`config.mk`:
```
export PLATFORM = sky130hd
export DESIGN_NAME = tsio_ports
export DESIGN_NICKNAME = d
export VERILOG_FILES = /design/src/core/tsio_sync.v /design/src/core/tsio_ports.v
export VERILOG_INCLUDE_DIRS = /design/src /design/src/core
export SDC_FILE = /design/constraint.sdc
export NUM_CORES = 1
export LEC_CHECK = 0
export ABC_CLOCK_PERIOD_IN_PS = 1700
export BUFFER_PORTS_ARGS = -buffer_cell sky130_fd_sc_hd__buf_4
export CAP_MARGIN = 20
export CORE_MARGIN = 4
export CORE_UTILIZATION = 47
export DETAILED_ROUTE_END_ITERATION = 16
export GPL_ROUTABILITY_DRIVEN = 0
export PLACE_DENSITY = 0.85
export SLEW_MARGIN = 20
export SYNTH_ARGS = -nofsm -noshare
export SYNTH_HDL_FRONTEND = slang
export SYNTH_SLANG_ARGS = --single-unit
```
`constraint.sdc`:
```
create_clock -name pclk -period 1.7 [get_ports pclk]
set_input_delay 0.34 -clock pclk [delete_from_list [all_inputs] [get_ports pclk]]
set_output_delay 0.34 -clock pclk [all_outputs]
set_load 0.005 [all_outputs]
```
`src/core/tsio_regs.vh`:
```
`ifndef TSIO_REGS_VH
`define TSIO_REGS_VH
// register byte addresses on the apb
`define TSIO_P7_DIR_ADDR 12'h000
`define TSIO_P7_DATA_ADDR 12'h004
`define TSIO_P8_DIR_ADDR 12'h008
`define TSIO_P8_DATA_ADDR 12'h00c
`define TSIO_P7_PIN_ADDR 12'h010
`define TSIO_P8_PIN_ADDR 12'h014
// port 7 field layout
`define TSIO_P7_LSB 4
`define TSIO_P7_MSB 6
`define TSIO_P7_RSV_MASK 8'h8f
// reset values
`define TSIO_P7_DIR_RST 3'h0
`define TSIO_P7_DATA_RST 3'h0
`define TSIO_P8_DIR_RST 8'h00
`define TSIO_P8_DATA_RST 8'h00
// small timer output select value that leaves the pin to the port
`define TSIO_OS_PORT 4'h0
`endif

```
`src/core/tsio_sync.v`:
```
`timescale 1ns/10ps
// two-flop synchroniser, a vector of independent bits
module tsio_sync
#(
   parameter WIDTH = 8
)
(
   input wire pclk, // system clock
   input wire presetn, // async reset, active low
   input wire [WIDTH-1:0] d, // asynchronous levels
   output reg [WIDTH-1:0] q // synchronised levels
);
   reg [WIDTH-1:0] meta_q;

   always @(posedge pclk or negedge presetn)
   begin
      if (!presetn)
      begin
         meta_q <= {WIDTH{1'b0}};
         q <= {WIDTH{1'b0}};
      end
      else
      begin
         meta_q <= d;
         q <= meta_q;
      end
   end
endmodule // tsio_sync

```
`src/core/tsio_ports.v`:
```
// Summary of operation
// - port 7 data bits 7 and 3..0 are reserved, reset to 1 and read as 1.
// - port 7 data bits 6..4 hold pin output values, read/write, reset 0.
// - a port 7 data bit read with its direction 1 returns the latch.
// - a port 7 data bit read with its direction 0 returns the pin level.
// - pin 7.6 is port I/O only while the small timer select is 0000.
// - pins 7.5 and 7.4 follow their direction and always feed timer inputs.
// - port 7 direction bits 6..4 are write-only, reset 0, 1 means output.
// - for pins 8.4..8.1 the wide timer setting beats port direction/data.
// - pin 8.0 always feeds the wide timer clock input and stays port I/O.
// - port 8 direction is eight write-only bits, reset 0, 1 means output.
// - port 8 data holds eight read/write output bits, reset 0.
// - a port 8 data bit read with its direction 1 returns the latch.
// - a port 8 data bit read with its direction 0 returns the pin level.
// - pin 8.4 is pwm out, else timer out on codes 001/01x, else port I/O.
//
// Decided for this implementation: the placing of the registers and the APB slave port.
`timescale 1ns/10ps
`include "tsio_regs.vh"
module tsio_ports
(
   input wire pclk, // system clock
   input wire presetn, // async reset, active low
   input wire psel, // apb select
   input wire penable, // apb access phase
   input wire pwrite, // apb direction
   input wire [11:0] paddr, // apb byte address
   input wire [31:0] pwdata, // apb write data
   output reg [31:0] prdata, // apb read data
   output reg pready, // apb ready
   output reg pslverr, // apb error, unmapped address
   input wire [3:0] small_timer_output_select, // small timer select
   input wire small_timer_out_pin, // small timer compare output
   output reg small_timer_clock_in, // pin 7.5 level to timer
   output reg small_timer_reset_in, // pin 7.4 level to timer
   input wire wide_timer_pwm_select_a, // channel a pwm (unused path)
   input wire [3:0] wide_timer_pwm_select, // pwm select d..a
   input wire [11:0] wide_timer_io_code, // io codes d,c,b,a 3 bits each
   input wire [3:0] wide_timer_out, // timer outputs d..a
   output reg [3:0] wide_timer_in, // pin levels 8.4..8.1 to timer
   output reg wide_timer_clock_in, // pin 8.0 level to timer
   input wire [6:4] p7_pin_in, // port 7 pin levels
   output reg [6:4] p7_pin_out, // port 7 pin drive value
   output reg [6:4] p7_pin_oe_n, // port 7 drive enable, low drives
   input wire [7:0] p8_pin_in, // port 8 pin levels
   output reg [7:0] p8_pin_out, // port 8 pin drive value
   output reg [7:0] p8_pin_oe_n // port 8 drive enable, low drives
);
   ////////////////////////////////////////////////////////////////////
   // registers and pin sampling
   reg [2:0] p7_dir_q;
   reg [2:0] p7_data_q;
   reg [7:0] p8_dir_q;
   reg [7:0] p8_data_q;
   wire [2:0] p7_sync;
   wire [7:0] p8_sync;
   wire wr_en;
   wire rd_en;
   reg [31:0] rdata_d;
   reg err_d;
   reg [2:0] p7_out_d;
   reg [2:0] p7_oe_d;
   reg [7:0] p8_out_d;
   reg [7:0] p8_oe_d;
   integer i;
   wire acc_ph;
   wire [7:0] p7_mix;
   wire [3:0] wt_pwm_en;
   wire [3:0] wt_own;
   genvar ch;

   // pin levels cross into pclk before anything reads them
   tsio_sync #(.WIDTH(3)) u_sync7
   (
      .pclk(pclk),
      .presetn(presetn),
      .d(p7_pin_in),
      .q(p7_sync)
   );

   tsio_sync #(.WIDTH(8)) u_sync8
   (
      .pclk(pclk),
      .presetn(presetn),
      .d(p8_pin_in),
      .q(p8_sync)
   );

   // one wait state: pready rises in the second access cycle, and the
   // write lands only at the edge where the master sees pready high
   assign acc_ph = psel & penable;
   assign wr_en = acc_ph & pwrite & pready;

   // read data caught at the edge that raises pready and then held, so the
   // master takes a settled word at the ready edge
   assign rd_en = acc_ph & ~pwrite & ~pready;

   // direction 1 returns latch, 0 returns pin level
   function [7:0] mix_read;
      input [7:0] dir;
      input [7:0] latch;
      input [7:0] pin;
      begin
         mix_read = (dir & latch) | (~dir & pin);
      end
   endfunction

   // timer output code 001 or 01x selects the timer output
   function code_is_out;
      input [2:0] code;
      begin
         code_is_out = ~code[2] & (code[1] | code[0]);
      end
   endfunction

   ////////////////////////////////////////////////////////////////////
   // read mixing of port 7, only three bits carry meaning
   assign p7_mix = mix_read({5'h00, p7_dir_q}, {5'h00, p7_data_q},
                            {5'h00, p7_sync});

   ////////////////////////////////////////////////////////////////////
   // wide timer ownership of pins 8.4..8.1
   // channel a has no pwm mode, so its select bit is never looked at
   assign wt_pwm_en = {wide_timer_pwm_select[3:1], 1'b0};

   generate
      for (ch = 0; ch < 4; ch = ch + 1)
      begin : g_wide
         // pwm or an output code: the port setting is overridden
         assign wt_own[ch] = wt_pwm_en[ch] |
            code_is_out(wide_timer_io_code[3*ch +: 3]);
      end
   endgenerate

   ////////////////////////////////////////////////////////////////////
   // apb slave
   always @*
   begin
      rdata_d = 32'h0000_0000;
      err_d = 1'b0;
      case (paddr)
         `TSIO_P7_DATA_ADDR:
         begin
            rdata_d[7:0] = `TSIO_P7_RSV_MASK;
            rdata_d[`TSIO_P7_MSB:`TSIO_P7_LSB] = p7_mix[2:0];
         end
         `TSIO_P8_DATA_ADDR:
            rdata_d[7:0] = mix_read(p8_dir_q, p8_data_q, p8_sync);
         `TSIO_P7_PIN_ADDR:
            rdata_d[2:0] = p7_sync;
         `TSIO_P8_PIN_ADDR:
            rdata_d[7:0] = p8_sync;
         // direction registers are write-only and read as zero
         `TSIO_P7_DIR_ADDR:
            rdata_d = 32'h0000_0000;
         `TSIO_P8_DIR_ADDR:
            rdata_d = 32'h0000_0000;
         default:
            err_d = 1'b1;
      endcase
   end

   always @(posedge pclk or negedge presetn)
   begin
      if (!presetn)
      begin
         prdata <= 32'h0000_0000;
         pready <= 1'b0;
         pslverr <= 1'b0;
      end
      else
      begin
         // ready one cycle into the access phase, dropped after
         pready <= psel & penable & ~pready;
         pslverr <= psel & penable & ~pready & err_d;
         if (rd_en)
            prdata <= rdata_d;
      end
   end

   always @(posedge pclk or negedge presetn)
   begin
      if (!presetn)
      begin
         p7_dir_q <= `TSIO_P7_DIR_RST;
         p7_data_q <= `TSIO_P7_DATA_RST;
         p8_dir_q <= `TSIO_P8_DIR_RST;
         p8_data_q <= `TSIO_P8_DATA_RST;
      end
      else if (wr_en)
      begin
         case (paddr)
            `TSIO_P7_DIR_ADDR:
               p7_dir_q <= pwdata[`TSIO_P7_MSB:`TSIO_P7_LSB];
            `TSIO_P7_DATA_ADDR:
               p7_data_q <= pwdata[`TSIO_P7_MSB:`TSIO_P7_LSB];
            `TSIO_P8_DIR_ADDR:
               p8_dir_q <= pwdata[7:0];
            `TSIO_P8_DATA_ADDR:
               p8_data_q <= pwdata[7:0];
            default:
            begin
               p7_dir_q <= p7_dir_q;
            end
         endcase
      end
   end

   ////////////////////////////////////////////////////////////////////
   // pin function muxing
   always @*
   begin
      // index 0 of the p7 vectors is pin 7.4
      p7_out_d = p7_data_q;
      p7_oe_d = p7_dir_q;
      if (small_timer_output_select != `TSIO_OS_PORT)
      begin
         p7_out_d[2] = small_timer_out_pin;
         p7_oe_d[2] = 1'b1;
      end
      p8_out_d = p8_data_q;
      p8_oe_d = p8_dir_q;
      // pins 8.1..8.4; timer setting applied last so it takes precedence
      for (i = 0; i < 4; i = i + 1)
      begin
         if (wt_own[i])
         begin
            p8_out_d[i+1] = wide_timer_out[i];
            p8_oe_d[i+1] = 1'b1;
         end
      end
   end

   always @(posedge pclk or negedge presetn)
   begin
      if (!presetn)
      begin
         p7_pin_out <= 3'h0;
         p7_pin_oe_n <= 3'h7;
         p8_pin_out <= 8'h00;
         p8_pin_oe_n <= 8'hff;
         small_timer_clock_in <= 1'b0;
         small_timer_reset_in <= 1'b0;
         wide_timer_in <= 4'h0;
         wide_timer_clock_in <= 1'b0;
      end
      else
      begin
         p7_pin_out <= p7_out_d;
         p7_pin_oe_n <= ~p7_oe_d;
         p8_pin_out <= p8_out_d;
         p8_pin_oe_n <= ~p8_oe_d;
         // timer inputs see the pin whatever the port setting
         small_timer_clock_in <= p7_sync[1];
         small_timer_reset_in <= p7_sync[0];
         wide_timer_in <= p8_sync[4:1];
         wide_timer_clock_in <= p8_sync[0];
      end
   end
endmodule // tsio_ports

```
# Word level (Yosys, flattened, before mapping)
# Index checks and enable logic that the tools add are counted.
dict set report word_totals {
  regBits 83
  latchBits 0
  ram_bits 0
  romBits 0
  input_bits 86
  out_inout_bits 63
  word_cells 78
  n_memories 0
}
dict set report classes {
  add_sub_neg 0
  n_mul 0
  div_mod_pow 0
  order_cmp 0
  n_eq_ne 5
  n_shift 0
  muxes 13
  bitwise 34
  n_reduce_logical 7
}
# op count
set op_table {}
lappend op_table {{$eq 12x4->1 const B} 2}
lappend op_table {{$eq 12x5->1 const B} 2}
lappend op_table {{$and 8x8->8} 2}
lappend op_table {{$not 8->8} 2}
lappend op_table {{$pmux 5 s3} 1}
lappend op_table {{$eq 12x3->1 const B} 1}
lappend op_table {{$logic_not 12->1} 1}
lappend op_table {{$pmux 3 s4} 1}
lappend op_table {{$and 1x1->1} 11}
lappend op_table {{$mux 1} 11}
lappend op_table {{$or 8x8->8} 1}
lappend op_table {{$reduce_and 2->1} 4}
lappend op_table {{$or 1x1->1} 7}
lappend op_table {{$and 3x3->3} 2}
lappend op_table {{$not 1->1} 6}
lappend op_table {{$not 3->3} 2}
lappend op_table {{$reduce_or 6->1} 1}
lappend op_table {{$reduce_bool 4->1} 1}
lappend op_table {{$or 3x3->3} 1}

# Depth between registers and ports, before layout
dict set report logic_depth {
  word_depth 5
  depth_mapped 6
  depth_no_buf 4
}

# Hierarchy
# Synthesis repeated with hierarchy kept, for this count alone.
dict set report hier_totals {
  hier_cells 239
  area_unflattened_um2 3211.8
}
# mod instances cells_per_inst area_per_inst_um2 seq_area_each_um2
set modules_own_cells {}
lappend modules_own_cells {tsio_ports 1 217 2661.3 1540.2}
lappend modules_own_cells {{tsio_sync (u_sync8)} 1 16 400.4 400.4}
lappend modules_own_cells {{tsio_sync (u_sync7)} 1 6 150.1 150.1}

# Least setup slack after synthesis
# No wires, ideal clock.
dict set report synth_path {
  path_type {input to register}
  startpoint {in paddr[9]}
  endpoint {reg p8_dir_q[0]}
  setup_ns 0.125
  arrival_time_ns 2.386
  t_required_ns 1.575
  path_slack_ns -0.811
  cell_stages 6
  n_path_buf 2
  path_cell_list {or4_1 -> buf_2 -> or4_4 -> or4_1 -> buf_6 -> mux2_4}
}
dict set report synth_via {
  elab_chain_len 2
}
# element line_no
set synth_rtl {}
lappend synth_rtl {{from (decl)} tsio_ports.v:27} ;# input wire [11:0] paddr,
lappend synth_rtl {{$eq 12x4->1} tsio_ports.v:192} ;# case (paddr)
lappend synth_rtl {{$reduce_and 2->1 (no line)} n/a}
lappend synth_rtl {{to (signal assigned)} tsio_ports.v:187} ;# p8_dir_q <= `TSIO_P8_DIR_RST;
lappend synth_rtl {{to (signal assigned)} tsio_ports.v:198} ;# p8_dir_q <= pwdata[7:0];
lappend synth_rtl {{to (decl)} tsio_ports.v:53} ;# reg [7:0] p8_dir_q;
# Every way passes these cells.
# A chain may end at the register's enable or synchronous reset.

# Worst setup path in the final report
dict set report layout_path {
  startpoint {in paddr[9]}
  endpoint {reg p8_data_q[4]}
}
dict set report layout_via {
  elab_chain_len 2
}
# element line_no
set layout_rtl {}
lappend layout_rtl {{$eq 12x4->1} n/a}
lappend layout_rtl {{$reduce_and 2->1 (no line)} n/a}
lappend layout_rtl {{to (signal assigned)} tsio_ports.v:188} ;# p8_data_q <= `TSIO_P8_DATA_RST;
lappend layout_rtl {{to (signal assigned)} tsio_ports.v:200} ;# p8_data_q <= pwdata[7:0];
lappend layout_rtl {{to (decl)} tsio_ports.v:54} ;# reg [7:0] p8_data_q;
# Every way passes these cells.

==> run metrics <==
Pins Over Slew Limit 0; Seq/Total Area, Yosys between 60% and 70%; Initial Util about half; Max Cap Viol 0; H-Tree Level Count 3; Synth Instances 240; Fin Clk Skew between 10 and 15 ps; grt ovf 0; vias in the first global route between 2000 and 2500; CP most frequent cell or4_4; Syn-to-layout area delta 38.60%; reg2reg start pready; hold endpoint u_sync8.meta_q[3]; share of cells above drive strength 1 approximately half; Via density ~4.8; Routed WL per cell ~16 um; non-filler cells, final approximately 470; r2r setup slk 70 ps; Synth cell types 30; Setup WS pre-CTS -813.1 ps; diode count 0; unrepaired setup endpoints after global routing true; crit path cell chain buf_6, or4_4, or4_4, or4_4, mux2_4; largest net degree at the start of global routing 40; Placed Area around 4200 sq um; delay-heaviest family, CP simple AND/OR/NAND/NOR gates; Placed Cells 449; gr usage total between 10% and 20%; clock buffer depth 2; WP data arrival 2360 ps; post-synthesis instance area 3297 sq um; HPWL after DPL roughly 5.7 mm; post-layout utilization of the core roughly two thirds; r2r worst-path depth 3; final WL about 7.6 mm; CP Capture Type register; CTS Buf Count 9; FP Rows 30; hold crit path type in2reg; CORE AREA 6794 sq um; run status finished with violations; Synthesis Warnings 0; PortBufs slightly below 100; Mapped Avg Cell Area between 10 and 15 sq um; Final Hold Slack around 95 ps; fill cell count 475; DR DRC count 0; Antenna Nets Post-Route 0; CP startpoint kind input pin; Crit path required time 1930 ps; Crit Path Class in2reg; initial antenna violation count 0; final instance area 4569 sq um; power density over cell area just under 900 nW/um^2; Slowest cell on crit path or4_4; die width between 90 and 100 um; failing checks negative setup slack; first-pass GRT wire length about 12 mm; FF+latch count, synth a little over 80; P_leak around 0.0022 uW; clk_lat worst skew around 350 ps; final worst slack -426.1 ps; Die ar. between 8000 and 9000 sq um; CP Buf/Inv Count 1; Die H between 90 and 100 um; TritonCTS clock tree built; hold path cells 1; Crit. Startpoint paddr[9]; Final Hold Fails 0; Worst path max stage delay 620 ps; routed vias 2242; worst-path maximum fanout 8; final worst path period need roughly 2100 ps; Hold Crit Start p8_pin_in[3]; DR iter-0 viols 103; Final setup viols 22; FF-to-FF End p8_dir_q[7]; commonest non-fill, non-tap cell in the layout buf_4; DRT Pass-1 Iters 4; Ports about 150; Worst VDD drop 0.0007689 V; Max Fclk approximately 470 MHz; clk root buf clkbuf_8; Reg clk slew, reported paths 80 ps; Final #Nets about 450; WP depth 5; commonest cells after routing, fill and taps aside buf_4, dfrtp_1, conb_1; # clock sinks between 80 and 90; fin crit share 125.1%
==> report_power, final <==
group | internal (uW) | switching, uW | leakage, uW | total, uW
combinational | 175 | 145 | 0.00108 | 320
sequential | 2030 | 22.6 | 0.00105 | 2050
clock | 1020 | 670 | 0.000121 | 1690
==> stage by stage <==
| step | total power [uW] | TNS, ps |
|---|---|---|
| 4_1_cts | 4095 | -7405 |
| 5_1_grt | 4233 | -8641 |
| 3_5_place_dp | 2402 | -20150 |
| 3_3_place_gp | 2391 | -19210 |
| 6_report | 4062 | -8162 |
| 2_1_floorplan | 2209 | -16690 |
==> timing repair <==
| action | 4_1_cts | 5_1_grt |
|---|---|---|
| setup endpoints to repair | 27 | 29 |
| hold buffers | 1 | 0 |
| pin swaps | 2 | 0 |
| gates cloned | 0 | 0 |
| buffers inserted | 0 | 1 |
| endpoints found under the hold margin | 15 | 0 |
| gates resized for setup | 14 | 3 |
==> flip-flops by register name, summed over array words and instances (netlist names), 3 cells and up <==
name / flops
wide_timer_in: 4
p8_pin_out: 8
p7_data_q: 3
p7_pin_oe_n: 3
u_sync8.meta_q: 8
p7_dir_q: 3
p8_data_q: 8
u_sync7.meta_q: 3
u_sync8.q: 8
p8_pin_oe_n: 8
p7_pin_out: 3
u_sync7.q: 3
p8_dir_q: 8
prdata: 8
==> cells by family (layout without fill, tap and decap cells) <==
logic type | after synthesis | count (layout) | synth area share, %
buffers and inverters | 39 | 147 | 7.666
other | 1 | 24 | 0.1137
DFF | 83 | 83 | 63.42
and+or+nand+nor | 54 | 54 | 8.539
AOI/OAI and AO/OA | 19 | 19 | 3.872
muxes | 44 | 44 | 16.39
==> cell type report <==
type | instances | area, sq um | share of cell area (%)
multi-input combinational | 141 | 1122 | 24.56
tap | 96 | 120.1 | 2.629
clock inverter | 4 | 98.84 | 2.163
inverter | 8 | 30.03 | 0.6572
sequential | 83 | 2091 | 45.76
timing repair buffer | 123 | 962.2 | 21.06
clock buffer | 12 | 145.1 | 3.176
==> per-layer routing <==
metal,share of wire (%),up-vias,global-route usage [%]
met5,0,-,0
met1,41,1088,23.28
met3,7.6,15,5.824
met2,49,96,30.43
li1,-,1043,-
met4,1.5,0,6.807
==> synthesized netlist by cell type <==
library cell / number / area share, %
buf_1: 1 / 0.11
inv_1: 8 / 0.91
nor4_1: 4 / 0.76
a32oi_1: 3 / 0.80
or4_1: 5 / 1.1
nand2b_1: 2 / 0.38
conb_1: 1 / 0.11
buf_4: 24 / 5.5
nand2_1: 13 / 1.5
a22oi_1: 5 / 1.1
a211oi_1: 1 / 0.23
dfstp_2: 11 / 8.8
nand4_1: 2 / 0.38
nand3b_1: 1 / 0.23
buf_6: 2 / 0.68
nor3_1: 7 / 1.1
o21ai_0: 8 / 1.2
or2_2: 1 / 0.19
or3_1: 2 / 0.38
dfrtp_1: 72 / 55
clkbuf_1: 3 / 0.34
buf_2: 1 / 0.15
nor2_1: 14 / 1.6
o2111ai_1: 1 / 0.27
mux2_4: 16 / 7.3
mux2_2: 16 / 5.5
mux2i_1: 12 / 3.6
a21boi_0: 1 / 0.23
or4_4: 2 / 0.68
or3b_2: 1 / 0.27
==> worst max path at each step <==
stage                    to  slack (ps)
6_report       p8_data_q[4]        -430
5_1_grt        p8_data_q[6]        -430
4_1_cts        p8_data_q[4]        -410
3_5_place_dp    p7_dir_q[0]        -810
3_3_place_gp   p8_data_q[0]        -780
2_1_floorplan  p8_data_q[0]        -770
Power figures use the tool's default switching activity.
